### src/cbs_pkg.sv
// Constants and types shared by the clock buffer SMBus register bank
package cbs_pkg;

	// Synchroniser lane positions
	localparam int unsigned SY_SCL  = 0;
	localparam int unsigned SY_SDA  = 1;
	localparam int unsigned SY_PG   = 2;
	localparam int unsigned SY_REF  = 3;
	localparam int unsigned SY_FREQ = 4;
	localparam int unsigned SY_LOOP = 5;
	localparam int unsigned SY_ADDR = 7;
	localparam int unsigned SY_OE   = 11;
	localparam int unsigned SYNC_W  = 23;

	// Register indices
	localparam logic [7:0] IDX_LOOP   = 8'h00;
	localparam logic [7:0] IDX_OEL    = 8'h01;
	localparam logic [7:0] IDX_OEH    = 8'h02;
	localparam logic [7:0] IDX_RSV_A  = 8'h03;
	localparam logic [7:0] IDX_RSV_B  = 8'h04;
	localparam logic [7:0] IDX_VENREV = 8'h05;
	localparam logic [7:0] IDX_PARTID = 8'h06;
	localparam logic [7:0] IDX_RBCNT  = 8'h07;
	localparam logic [7:0] IDX_RSV_C  = 8'h08;

	// Field positions in the loop mode register
	localparam int unsigned POS_RB_LOOP = 6;
	localparam int unsigned POS_SW_SEL  = 3;
	localparam int unsigned POS_SW_MODE = 1;
	localparam int unsigned POS_FREQ    = 0;

	// Values after reset
	localparam logic       RST_SW_SEL  = 1'b0;
	localparam logic [1:0] RST_SW_MODE = 2'h3;
	localparam logic [7:0] RST_OE_LOW  = 8'hFF;
	localparam logic [3:0] RST_OE_HIGH = 4'hF;
	localparam logic [4:0] RST_RBCNT   = 5'h08;

	// Loop mode codes, shared by readback and software control
	localparam logic [1:0] LOOP_LOW  = 2'h0;
	localparam logic [1:0] LOOP_BYP  = 2'h1;
	localparam logic [1:0] LOOP_HIGH = 2'h3;

	// Tri-level address strap codes and address base
	localparam logic [1:0] TRI_LOW  = 2'h0;
	localparam logic [1:0] TRI_MID  = 2'h1;
	localparam logic [6:0] ADDR_BASE = 7'h58;

	// Bit counter marks within a byte frame
	localparam logic [3:0] BIT_ACK = 4'h8;
	localparam logic [3:0] BIT_END = 4'h9;

	typedef enum logic [6:0] {
		ST_IDLE  = 7'h01,
		ST_ADDR  = 7'h02,
		ST_INDEX = 7'h04,
		ST_COUNT = 7'h08,
		ST_WRITE = 7'h10,
		ST_READ  = 7'h20,
		ST_HALT  = 7'h40
	} cbs_state_t;

endpackage

### src/cbs_sync.sv
// Two-stage synchroniser for a bundle of asynchronous inputs
`timescale 1ns/1ps
module cbs_sync #(
	parameter int unsigned WIDTH = 1
) (
	input  wire logic             clk,
	input  wire logic             reset_n,
	input  wire logic [WIDTH-1:0] asyncIn,
	output logic      [WIDTH-1:0] syncOut
);

	logic [WIDTH-1:0] stage1_r;

	always_ff @(posedge clk or negedge reset_n) begin
		if (!reset_n) begin
			stage1_r <= '0;
			syncOut  <= '0;
		end else begin
			stage1_r <= asyncIn;
			syncOut  <= stage1_r;
		end
	end

endmodule // cbs_sync

### src/cbs_smbus_regs.sv
// SMBus target and register bank of a twelve-output clock buffer
`timescale 1ns/1ps
module cbs_smbus_regs
	import cbs_pkg::*;
#(
	parameter logic       SECOND_REV = 1'b1,
	parameter logic [3:0] REV_CODE   = 4'h2, // Arbitrary value
	parameter logic [3:0] VENDOR_ID  = 4'h5, // Arbitrary value
	parameter logic [7:0] PART_ID    = 8'h5A // Arbitrary value
) (
	input  wire logic        clk,
	input  wire logic        reset_n,
	input  wire logic        sclIn,
	input  wire logic        sdaIn,
	output logic             sdaOut,
	output logic             sdaOe,
	input  wire logic [1:0]  addrSelA0,
	input  wire logic [1:0]  addrSelA1,
	input  wire logic        powergoodPowerdown_n,
	input  wire logic        refClockRunning,
	input  wire logic        freqSelectPin,
	input  wire logic [1:0]  loopBandwidthSelectPin,
	input  wire logic [11:0] outputEnablePin_n,
	output logic [11:0]      diffClockRun,
	output logic             feedbackClockRun,
	output logic [1:0]       loopMode,
	output logic             freqSelect
);

	logic [SYNC_W-1:0] syncOut;
	logic              sclD_r;
	logic              sdaD_r;
	logic              pgD_r;
	logic              strapDone_r;
	logic [1:0]        loopLatch_r;
	logic              freqLatch_r;

	cbs_state_t        state_r;
	cbs_state_t        state_nxt;
	logic [3:0]        bitCnt_r;
	logic [3:0]        bitCnt_nxt;
	logic [7:0]        shift_r;
	logic [7:0]        shift_nxt;
	logic [7:0]        tx_r;
	logic [7:0]        tx_nxt;
	logic [7:0]        index_r;
	logic [7:0]        index_nxt;
	logic [7:0]        wrLeft_r;
	logic [7:0]        wrLeft_nxt;
	logic              sdaLow_r;
	logic              sdaLow_nxt;
	logic              hostAck_r;
	logic              hostAck_nxt;
	logic              cntSent_r;
	logic              cntSent_nxt;
	logic              wrEn;

	logic              swSel_r;
	logic [1:0]        swMode_r;
	logic [7:0]        oeLow_r;
	logic [3:0]        oeHigh_r;
	logic [4:0]        rbCnt_r;
	logic [11:0]       pairRun_r;
	logic              fbRun_r;
	logic [1:0]        loopMode_r;
	logic              freqSel_r;

	cbs_sync #(
		.WIDTH(SYNC_W)
	) u_sync (
		.clk     (clk),
		.reset_n (reset_n),
		.asyncIn ({outputEnablePin_n, addrSelA1, addrSelA0, loopBandwidthSelectPin,
			freqSelectPin, refClockRunning, powergoodPowerdown_n, sdaIn, sclIn}),
		.syncOut (syncOut)
	);

	// Synchronised views
	wire        sclS   = syncOut[SY_SCL];
	wire        sdaS   = syncOut[SY_SDA];
	wire        pgS    = syncOut[SY_PG];
	wire        refRun = syncOut[SY_REF];
	wire [1:0]  a0S    = syncOut[SY_ADDR +: 2];
	wire [1:0]  a1S    = syncOut[SY_ADDR + 2 +: 2];
	wire [11:0] oeS_n  = syncOut[SY_OE +: 12];

	// Bus events seen on the sampled lines
	wire sclRise   = sclS & ~sclD_r;
	wire sclFall   = ~sclS & sclD_r;
	wire startCond = sclS & sclD_r & sdaD_r & ~sdaS;
	wire stopCond  = sclS & sclD_r & ~sdaD_r & sdaS;
	wire pgRise    = pgS & ~pgD_r;

	// Target address from the two tri-level straps
	wire [1:0] a0Lvl = (a0S == TRI_LOW) ? 2'h0 : (a0S == TRI_MID) ? 2'h1 : 2'h2;
	wire [1:0] a1Lvl = (a1S == TRI_LOW) ? 2'h0 : (a1S == TRI_MID) ? 2'h1 : 2'h2;
	wire [6:0] myAddr = ADDR_BASE + 7'({a1Lvl, 1'b0}) + 7'(a1Lvl) + 7'(a0Lvl);
	wire       addrHit = shift_r[7:1] == myAddr;

	wire rxState = (state_r == ST_ADDR) || (state_r == ST_INDEX) ||
		(state_r == ST_COUNT) || (state_r == ST_WRITE);
	wire swActive = SECOND_REV & swSel_r;
	wire [1:0] loopEff = swActive ? swMode_r : loopLatch_r;
	wire [7:0] countByte = 8'(rbCnt_r) + 8'h01;

	// Register readback; unlisted indices read zero
	function automatic logic [7:0] regRead(input logic [7:0] idx);
		logic [7:0] v;
		v = 8'h00;
		unique case (idx)
			IDX_LOOP: begin
				v[POS_RB_LOOP +: 2] = loopLatch_r;
				v[POS_FREQ] = freqLatch_r;
				if (SECOND_REV) begin
					v[POS_SW_SEL] = swSel_r;
					v[POS_SW_MODE +: 2] = swMode_r;
				end
			end
			IDX_OEL:    v = oeLow_r;
			IDX_OEH:    v = {4'h0, oeHigh_r};
			IDX_VENREV: v = {REV_CODE, VENDOR_ID};
			IDX_PARTID: v = PART_ID;
			IDX_RBCNT:  v = {3'h0, rbCnt_r};
			default:    v = 8'h00;
		endcase
		return v;
	endfunction

	always_comb begin
		state_nxt   = state_r;
		bitCnt_nxt  = bitCnt_r;
		shift_nxt   = shift_r;
		tx_nxt      = tx_r;
		index_nxt   = index_r;
		wrLeft_nxt  = wrLeft_r;
		sdaLow_nxt  = sdaLow_r;
		hostAck_nxt = hostAck_r;
		cntSent_nxt = cntSent_r;
		wrEn        = 1'b0;
		if (!refRun) begin
			state_nxt  = ST_IDLE;
			sdaLow_nxt = 1'b0;
		end else if (startCond) begin
			state_nxt  = ST_ADDR;
			bitCnt_nxt = 4'h0;
			sdaLow_nxt = 1'b0;
		end else if (stopCond) begin
			state_nxt  = ST_IDLE;
			sdaLow_nxt = 1'b0;
		end else if (rxState) begin
			if (sclRise && bitCnt_r < BIT_ACK) begin
				shift_nxt  = {shift_r[6:0], sdaS};
				bitCnt_nxt = bitCnt_r + 4'h1;
			end else if (sclFall && bitCnt_r == BIT_ACK) begin
				bitCnt_nxt = BIT_END;
				sdaLow_nxt = 1'b1;
				unique case (state_r)
					ST_ADDR: begin
						if (!addrHit) begin
							sdaLow_nxt = 1'b0;
							state_nxt  = ST_HALT;
						end else if (shift_r[0]) begin
							state_nxt   = ST_READ;
							cntSent_nxt = 1'b0;
						end else begin
							state_nxt = ST_INDEX;
						end
					end
					ST_INDEX: begin
						index_nxt = shift_r;
						state_nxt = ST_COUNT;
					end
					ST_COUNT: begin
						wrLeft_nxt = shift_r;
						state_nxt  = ST_WRITE;
					end
					default: begin
						if (wrLeft_r != 8'h00) begin
							wrEn       = 1'b1;
							index_nxt  = index_r + 8'h01;
							wrLeft_nxt = wrLeft_r - 8'h01;
						end
					end
				endcase
			end else if (sclFall && bitCnt_r == BIT_END) begin
				sdaLow_nxt = 1'b0;
				bitCnt_nxt = 4'h0;
			end
		end else if (state_r == ST_READ) begin
			if (sclRise && bitCnt_r < BIT_ACK) begin
				bitCnt_nxt = bitCnt_r + 4'h1;
			end else if (sclRise && bitCnt_r == BIT_END && cntSent_r) begin
				hostAck_nxt = ~sdaS;
			end else if (sclFall && bitCnt_r != 4'h0 && bitCnt_r < BIT_ACK) begin
				tx_nxt     = {tx_r[6:0], 1'b0};
				sdaLow_nxt = ~tx_r[6];
			end else if (sclFall && bitCnt_r == BIT_ACK) begin
				sdaLow_nxt = 1'b0;
				bitCnt_nxt = BIT_END;
			end else if (sclFall && bitCnt_r == BIT_END) begin
				if (!cntSent_r || hostAck_r) begin
					tx_nxt      = cntSent_r ? regRead(index_r) : countByte;
					index_nxt   = cntSent_r ? index_r + 8'h01 : index_r;
					cntSent_nxt = 1'b1;
					// First bit of the new byte goes out at once
					sdaLow_nxt  = ~tx_nxt[7];
					bitCnt_nxt  = 4'h0;
				end else begin
					state_nxt  = ST_HALT;
					sdaLow_nxt = 1'b0;
				end
			end
		end
	end

	always_ff @(posedge clk or negedge reset_n) begin
		if (!reset_n) begin
			sclD_r <= 1'b1;
			sdaD_r <= 1'b1;
			pgD_r  <= 1'b0;
		end else begin
			sclD_r <= sclS;
			sdaD_r <= sdaS;
			pgD_r  <= pgS;
		end
	end

	// Straps are caught on the first power-good rise only
	always_ff @(posedge clk or negedge reset_n) begin
		if (!reset_n) begin
			strapDone_r <= 1'b0;
			loopLatch_r <= LOOP_LOW;
			freqLatch_r <= 1'b0;
		end else if (pgRise && !strapDone_r) begin
			strapDone_r <= 1'b1;
			loopLatch_r <= syncOut[SY_LOOP +: 2];
			freqLatch_r <= syncOut[SY_FREQ];
		end
	end

	always_ff @(posedge clk or negedge reset_n) begin
		if (!reset_n) begin
			state_r   <= ST_IDLE;
			bitCnt_r  <= 4'h0;
			shift_r   <= 8'h00;
			tx_r      <= 8'h00;
			index_r   <= 8'h00;
			wrLeft_r  <= 8'h00;
			sdaLow_r  <= 1'b0;
			hostAck_r <= 1'b0;
			cntSent_r <= 1'b0;
		end else begin
			state_r   <= state_nxt;
			bitCnt_r  <= bitCnt_nxt;
			shift_r   <= shift_nxt;
			tx_r      <= tx_nxt;
			index_r   <= index_nxt;
			wrLeft_r  <= wrLeft_nxt;
			sdaLow_r  <= sdaLow_nxt;
			hostAck_r <= hostAck_nxt;
			cntSent_r <= cntSent_nxt;
		end
	end

	// Writable fields; other bits and indices drop the write
	wire wrLoop = wrEn && index_r == IDX_LOOP && SECOND_REV;
	wire wrOel  = wrEn && index_r == IDX_OEL;
	wire wrOeh  = wrEn && index_r == IDX_OEH;
	wire wrCnt  = wrEn && index_r == IDX_RBCNT;

	always_ff @(posedge clk or negedge reset_n) begin
		if (!reset_n) begin
			swSel_r  <= RST_SW_SEL;
			swMode_r <= RST_SW_MODE;
			oeLow_r  <= RST_OE_LOW;
			oeHigh_r <= RST_OE_HIGH;
			rbCnt_r  <= RST_RBCNT;
		end else begin
			if (wrLoop) begin
				swSel_r  <= shift_r[POS_SW_SEL];
				swMode_r <= shift_r[POS_SW_MODE +: 2];
			end
			if (wrOel) begin
				oeLow_r <= shift_r;
			end
			if (wrOeh) begin
				oeHigh_r <= shift_r[3:0];
			end
			if (wrCnt) begin
				rbCnt_r <= shift_r[4:0];
			end
		end
	end

	// Output gating: power-good and reference clock; the pairs also by enable bit and pin
	wire        clkOk   = pgS & refRun;
	wire [11:0] pairNxt = {12{clkOk}} & {oeHigh_r, oeLow_r} & ~oeS_n;

	always_ff @(posedge clk or negedge reset_n) begin
		if (!reset_n) begin
			pairRun_r  <= 12'h000;
			fbRun_r    <= 1'b0;
			loopMode_r <= LOOP_LOW;
			freqSel_r  <= 1'b0;
		end else begin
			pairRun_r  <= pairNxt;
			fbRun_r    <= clkOk;
			loopMode_r <= loopEff;
			freqSel_r  <= freqLatch_r;
		end
	end

	assign sdaOut           = 1'b0;
	assign sdaOe            = sdaLow_r;
	assign diffClockRun     = pairRun_r;
	assign feedbackClockRun = fbRun_r;
	assign loopMode         = loopMode_r;
	assign freqSelect       = freqSel_r;

endmodule // cbs_smbus_regs

### config.mk
export PLATFORM = sky130hd
export DESIGN_NAME = cbs_smbus_regs
export DESIGN_NICKNAME = d
export VERILOG_FILES = /design/src/cbs_pkg.sv /design/src/cbs_sync.sv /design/src/cbs_smbus_regs.sv
export SDC_FILE = /design/constraint.sdc
export NUM_CORES = 1
export LEC_CHECK = 0
export BUFFER_PORTS_ARGS = -buffer_cell sky130_fd_sc_hd__buf_4
export CAP_MARGIN = 20
export CORE_UTILIZATION = 50
export CTS_CLUSTER_DIAMETER = 120
export DETAILED_ROUTE_END_ITERATION = 16
export PLACE_DENSITY = 0.68
export SETUP_SLACK_MARGIN = 0.4
export SYNTH_ARGS = -nofsm -noshare
export SYNTH_HDL_FRONTEND = slang
export SYNTH_HIERARCHICAL = 1
export SYNTH_SLANG_ARGS = --single-unit
### constraint.sdc
create_clock -name clk -period 8.4 [get_ports clk]
set_input_delay 1.68 -clock clk [delete_from_list [all_inputs] [get_ports clk]]
set_output_delay 1.68 -clock clk [all_outputs]
set_load 0.005 [all_outputs]
==> impl_metrics.csv, run 1 <==
group,metric,value,unit
timing,fin_tns_setup,0,ps
clock_network,cts_max_level,4,
floorplanning,die-width,112,um
pwr,power.leakage,3.06,nW
placed_design,dp_hpwl,8450,um
timing,hold_viol,0,
timing,setup_viol,0,
cells_and_area,drive_above_1_share,0.258,
yosys,synth_largest_area_cell,"dfrtp_1",
timing,worst_pin_slew,960,ps
yosys,synth_top_area_frac,0.484,
floorplanning,die_h,112,um
timing,fmax,323,MHz
cells_and_area,fillers,946,
route,drt-vias-per-instance,5.92,
yosys,synth.most_common_cell,"dfrtp_1",
floorplanning,ioPinCount,43,
global_route,grt_pass1_vias,4196,
clock_network,ctsRootBufferMaster,"clkbuf_16",
cells_and_area,fin_nets,594,
yosys,synth_nets,554,
timing,drv_slew,0,
clock_network,cts_buffers,17,
global_route,grt_usage,0.223,
worst_setup_path,cp-start-kind,"flip-flop",
timing,fin_skew,10.9,ps
yosys,syn_inst,516,
floorplanning,core,0.0116,mm^2
worst_setup_path,required,8690,ps
cells_and_area,seq_area,0.00338,mm^2
yosys,yosysSeqAreaShare,0.562,
route,drt_first_pass_iters,11,
cells_and_area,syn2layout_area_growth,15.9,%
worst_setup_path,worstPathArrival,3390,ps
timing,finalCriticalPeriod,3100,ps
timing,worst_slack,5300,ps
timing,slew_headroom,0.351,
yosys,synth_flop_cell,"dfrtp_1",
route,route.antenna.remaining_nets,0,
clock_network,cts_hold_buf,0,
route,first_iter_violations,374,
timing,rsz0062_at_grt,"no",
floorplanning,rows,39,
clock_network,post_cts_buffers,0,
clock_network,cts.sink_count,134,
yosys,netlist_area,0.00600,mm^2
worst_setup_path,critPathMaxFanout,4,
placed_design,place_congestion,0.855,
placed_design,pre_cts_ws,5260,ps
route,wl_per_cell,17.7,um
route,route.vias.total,4214,
yosys,synth_seq_cells,134,
global_route,grt_start_max_net_pins,83,
yosys,yosysWarnings,6,
pwr,peakVddDrop,0.180,mV
cells_and_area,antenna_cells,0,
floorplanning,dieArea,0.0124,mm^2
yosys,synth_edf_count,0,
route,routed_wl,12600,um
global_route,antenna_found_initial,0,
yosys,synthTopCellsByCount,"dfrtp_1, a21oi_1, nand2_1",
yosys,ys_types,79,
yosys,async_reset_ff_frac,1.00,
global_route,grt.overflow.total,0,
clock_network,ctsResizeCount,0,
worst_setup_path,critical_path_class,"reg2reg",
worst_setup_path,crit_path_end_kind,"flip-flop",
cells_and_area,multi_input_area,0.00245,mm^2
clock_network,clk_pin_slew,60,ps
status,outcome,"complete, but fails checks",
timing,finalCritPeriodShare,0.369,
placed_design,port_buffers,41,
clock_network,ctsLongestPathBuffers,2,
status,violations,"DRC",
hold_path,worstHoldPathType,"reg2reg",
floorplanning,start_util,0.519,
global_route,grt_pass1_wl,21300,um
yosys,syn_area_per_cell,11.6,um^2
route,drc_errors,2,
clock_network,cts_tree,"built",
yosys,synth_area_leaders,"dfrtp_1, dfstp_2, mux2_2",
job,cap_violations,0,
pwr,power.density,201,mW/mm^2
clock_network,worstSkewPairLatency,430,ps
## metal layers
layer | GRT usage | up-vias | part of all wire
li1 | - | 1973 | -
met1 | 0.300 | 2074 | 0.46
met2 | 0.338 | 141 | 0.47
met3 | 0.0708 | 26 | 0.052
met4 | 0.0901 | 0 | 0.019
met5 | 0 | - | 0
## power breakdown
part           switching (mW)  total [mW]  leakage [nW]  internal, mW
clock                   0.274       0.667         0.257         0.393
combinational          0.0309      0.0552          1.12        0.0243
sequential            0.00948       0.673          1.68         0.664
## registers in the layout (all words and copies together), names as in the netlist, 2 cells and up
register and count:
shift_r 8, bitCnt_r 4, u_sync/stage1_r 23, u_sync/syncOut 23, oeHigh_r 4, wrLeft_r 8, state_r 7, swMode_r 2
index_r 8, tx_r 7, rbCnt_r 5, loopLatch_r 2, loopMode 2, oeLow_r 8, diffClockRun 12
## worst paths after layout
kind | from | end | slack (ps) | cells past startpoint
max in group asynchronous | reset_n | oeHigh_r[0] | 6060 | 3
max | u_sync/syncOut[9] | state_r[6] | 5300 | 10
max reg2reg | u_sync/syncOut[9] | state_r[6] | 5300 | 10
min reg2reg | u_sync/stage1_r[12] | u_sync/syncOut[12] | 340 | 0
min in group asynchronous | reset_n | tx_r[1] | 1200 | 1
min | u_sync/stage1_r[12] | u_sync/syncOut[12] | 340 | 0
## worst max-delay path: stages (launching register included)
cell and delay, ps:
dfrtp_1 350, nor2b_1 160, fa_1 540, ha_1 140, inv_1 50, fa_1 400, or4b_2 620, a21oi_1 350
o21ai_0 150, a21oi_1 160, nor2_1 50
## layout make-up
type | count | share of cell area
well taps | 143 | 0.0257
inverters | 18 | 0.00971
clock inverters | 10 | 0.0104
multi-input cells | 342 | 0.352
clock buffers | 22 | 0.0667
flip-flops and latches | 134 | 0.485
repair buffers | 43 | 0.0498
## metrics by stage
step                      area [um^2]  hold slack (ps)   util  instances  total power, mW
after floorplan                  6000              331      -        516            0.704
after global placement           6390              331  0.553        679            0.735
after detailed placement         6390              336  0.553        679            0.738
after CTS                        6930              349  0.599        711             1.41
after global routing             6960              354  0.601        712             1.45
final                            6960              344  0.601        712             1.40
## cells by family after synthesis
| group | Yosys count | share of synthesized area |
|---|---|---|
| other | 1 | 0.000625 |
| AND/OR/NAND/NOR | 160 | 0.165 |
| AO/OA/AOI/OAI | 123 | 0.133 |
| buffers and inverters | 40 | 0.0296 |
| multiplexers | 37 | 0.0688 |
| adder cells (fa/ha/maj) | 13 | 0.0296 |
| flip-flops | 134 | 0.562 |
| XOR/XNOR | 8 | 0.0117 |
## layout by cell type (no fill, tap or decap), types with 4 or more instances in the layout
cell type  synthesis  routed
nor2_1            23      23
mux2_1             5       5
nand2_1           33      33
clkbuf_16          0      17
dfrtp_1          116     116
o21ai_0           31      31
a211oi_1           5       5
inv_1             18      18
ha_1              11      11
or3b_2             4       4
nor3_1             9       9
o22ai_1            7       7
a21oi_1           33      33
o211ai_1           5       5
nand2b_1           9       9
a31oi_1            6       6
nand4_1            4       4
a22o_1             4       4
nor2b_1            4       4
xnor2_1            6       6
dfstp_2           18      18
nand3_1           17      17
mux2_2            29      29
buf_4              3      41
nor3b_1           14      14
(Power assumes the default switching activity.)
==> run 2, diff against run 1 <==
--- a/config.mk
+++ b/config.mk
@@ -10,7 +10,7 @@
 export CORE_UTILIZATION = 50
 export CTS_CLUSTER_DIAMETER = 120
 export DETAILED_ROUTE_END_ITERATION = 16
-export PLACE_DENSITY = 0.68
+export PLACE_DENSITY = 0.71
 export SETUP_SLACK_MARGIN = 0.4
 export SYNTH_ARGS = -nofsm -noshare
 export SYNTH_HDL_FRONTEND = slang
==> constraint.sdc (replaced) <==
create_clock -name clk -period 2.8 [get_ports clk]
set_input_delay 0.56 -clock clk [delete_from_list [all_inputs] [get_ports clk]]
set_output_delay 0.56 -clock clk [all_outputs]
set_load 0.005 [all_outputs]
==> run 2 against run 1 <==
  * Global-route usage decreased by 0.47 points
  * Critical path type unchanged
  * Worst hold slack got worse by 190 ps
  * Cell count increased by 1.3%
  * Sequential share of layout area decreased by 1.8 points
  * Wire length increased by 0.16%
  * First-iteration DRC count decreased by 13%
  * Largest power group is now the clock network
  * The flow now finishes without violations
  * Combinational power increased to 3.0 times the previous value
==> impl_metrics.csv, run 2 (synthesized netlist as in run 1, its figures left out) <==
group,metric,value,unit
pwr,p_seq_frac,0.451,
global_route,grt_start_max_net_pins,74,
timing,fin_tns_setup,0,ps
timing,worst_slack,126,ps
timing,hold_viol,0,
cells_and_area,drive_above_1_share,0.296,
cells_and_area,layout_commonest_cell,"dfrtp_1",
route,routed_wl,12600,um
timing,drv_slew,0,
clock_network,cts_max_level,4,
timing,rsz0062_at_grt,"yes",
route,route.antenna.remaining_nets,0,
cells_and_area,fin_nets,605,
timing,fin_skew,9.42,ps
placed_design,pre_cts_ws,147,ps
cells_and_area,final_cell_area,0.00722,mm^2
global_route,antenna_found_initial,0,
global_route,grt_util_met3,0.0626,
placed_design,placed_cell_area,0.00651,mm^2
worst_setup_path,reg2regPathDepth,9,
cells_and_area,antenna_cells,0,
route,first_iter_violations,327,
pwr,swShare,0.207,
floorplanning,rows,39,
floorplanning,die-width,112,um
floorplanning,die_h,112,um
timing,fmax,374,MHz
global_route,grt_pass1_wl,21200,um
worst_setup_path,required,3150,ps
cells_and_area,fillers,902,
clock_network,cts_buffers,17,
clock_network,worstSkewPairLatency,410,ps
hold_path,worstHoldPathType,"in2async",
route,drc_errors,0,
timing,worst_pin_slew,855,ps
worst_setup_path,worstPathArrival,3020,ps
placed_design,port_buffers,41,
clock_network,ctsLongestPathBuffers,2,
worst_setup_path,worstReg2RegEnd,"state_r[5]",
clock_network,cts.sink_count,134,
global_route,use_met1,0.276,
worst_setup_path,crit_path_end_kind,"flip-flop",
route,route.vias.total,4285,
route,drt_first_pass_iters,7,
pwr,power.density,620,mW/mm^2
global_route,grt_pass1_vias,4365,
clock_network,ctsRootBufferMaster,"clkbuf_16",
status,outcome,"complete, no violations",
floorplanning,start_util,0.519,
pwr,p_sw,0.924,mW
clock_network,cts_tree,"built",
worst_setup_path,slowest_stage,"fa_1",
global_route,grt.overflow.total,0,
floorplanning,core,0.0116,mm^2
worst_setup_path,cp_top_family,"adder cells",
cells_and_area,syn2layout_area_growth,20.3,%
worst_setup_path,cp_cell_sequence,"nor2b_4 -> fa_1 -> ha_1 -> inv_1 -> fa_2 -> or4b_4 -> a21oi_4 -> and2_4 -> a22o_1",
placed_design,place_congestion,0.875,
timing,finalCritPeriodShare,0.955,
pwr,power.leakage,3.18,nW
placed_design,dp_hpwl,8710,um
global_route,grt_usage,0.219,
timing,slew_headroom,0.425,
pwr,peakVddDrop,0.522,mV
pwr,p_int,3.55,mW
worst_setup_path,cp_slowest_stage_delay,540,ps
timing,finalCriticalPeriod,2670,ps
worst_setup_path,rr_startpoint,"u_sync/syncOut[9]",
worst_setup_path,critical_path_class,"reg2reg",
global_route,top_usage_layer,"met2",
route,wl_per_cell,17.5,um
global_route,use_met2,0.357,
floorplanning,dieArea,0.0124,mm^2
worst_setup_path,cp-start-kind,"flip-flop",
worst_setup_path,r2r_slack,130,ps
worst_setup_path,critPathMaxFanout,4,
clock_network,clk_pin_slew,60,ps
floorplanning,ioPinCount,43,
route,drt-vias-per-instance,5.94,
cells_and_area,layout_common_cells,"dfrtp_1, buf_4, a21oi_1",
job,cap_violations,0,
pwr,power_frac_comb,0.037,
timing,setup_viol,0,
pwr,p_clk_frac,0.512,
worst_setup_path,critical_path.n_buffers_inverters,1,
run 2: layout make-up:
cell class | count | area, um^2 | area share
Clock buffer | 19 | 433 | 0.0600
Clock inverter | 11 | 175 | 0.0243
Inverter | 18 | 67.6 | 0.00936
Multi-Input combinational cell | 342 | 2550 | 0.354
Sequential cell | 134 | 3380 | 0.468
Tap cell | 143 | 179 | 0.0248
Timing Repair Buffer | 54 | 434 | 0.0601
run 2: power groups by stage:
stage                     clock, mW  combinational (mW)  sequential (mW)
after floorplan                   0              0.0709             2.04
after global placement            0               0.164             2.05
after detailed placement          0               0.168             2.05
after CTS                      2.32               0.169             2.02
after global routing           2.41               0.188             2.02
final                          2.29               0.167             2.02
run 2: worst register-to-register path: stages, from the launching register on:
cell and delay (ps):
dfrtp_1 360, nor2b_4 130, fa_1 540, ha_1 140
inv_1 50, fa_2 330, or4b_4 500, a21oi_4 250
and2_4 180, a22o_1 120
run 2: worst max-delay path by stage:
stage | cells after the start | endpoint | from | slack (ps)
finish | 9 | state_r[5] | u_sync/syncOut[9] | 130
detailed placement | 10 | state_r[6] | u_sync/syncOut[9] | 150
CTS | 11 | state_r[6] | u_sync/syncOut[9] | 150
global route | 11 | state_r[6] | u_sync/syncOut[10] | 30
floorplan | 10 | state_r[6] | u_sync/syncOut[9] | 240
global placement | 10 | state_r[6] | u_sync/syncOut[9] | 180
run 2: per-stage QoR:
step	instances	hold slack, ps	utilization	power (mW)
6_report	721	157	0.624	4.48
5_1_grt	721	208	0.624	4.62
4_1_cts	721	186	0.619	4.51
3_5_place_dp	690	336	0.563	2.22
3_3_place_gp	690	331	0.563	2.21
2_1_floorplan	516	264	-	2.11
run 2: metal layers:
| layer | vias up | share of wire | wire, um |
|---|---|---|---|
| met5 | - | 0 | 0 |
| met4 | 0 | 0.018 | 233 |
| met3 | 23 | 0.056 | 701 |
| met2 | 143 | 0.50 | 6240 |
| met1 | 2128 | 0.43 | 5430 |
| li1 | 1991 | - | - |
run 2: repair_timing:
| action | in CTS | in global routing |
|---|---|---|
| resized for setup | 4 | 14 |
| buffers inserted | 1 | 0 |
| pin swaps | 3 | 3 |
| setup endpoints to repair | 41 | 50 |
| hold buffers | 0 | 0 |
| endpoints found under the hold margin | 0 | 0 |
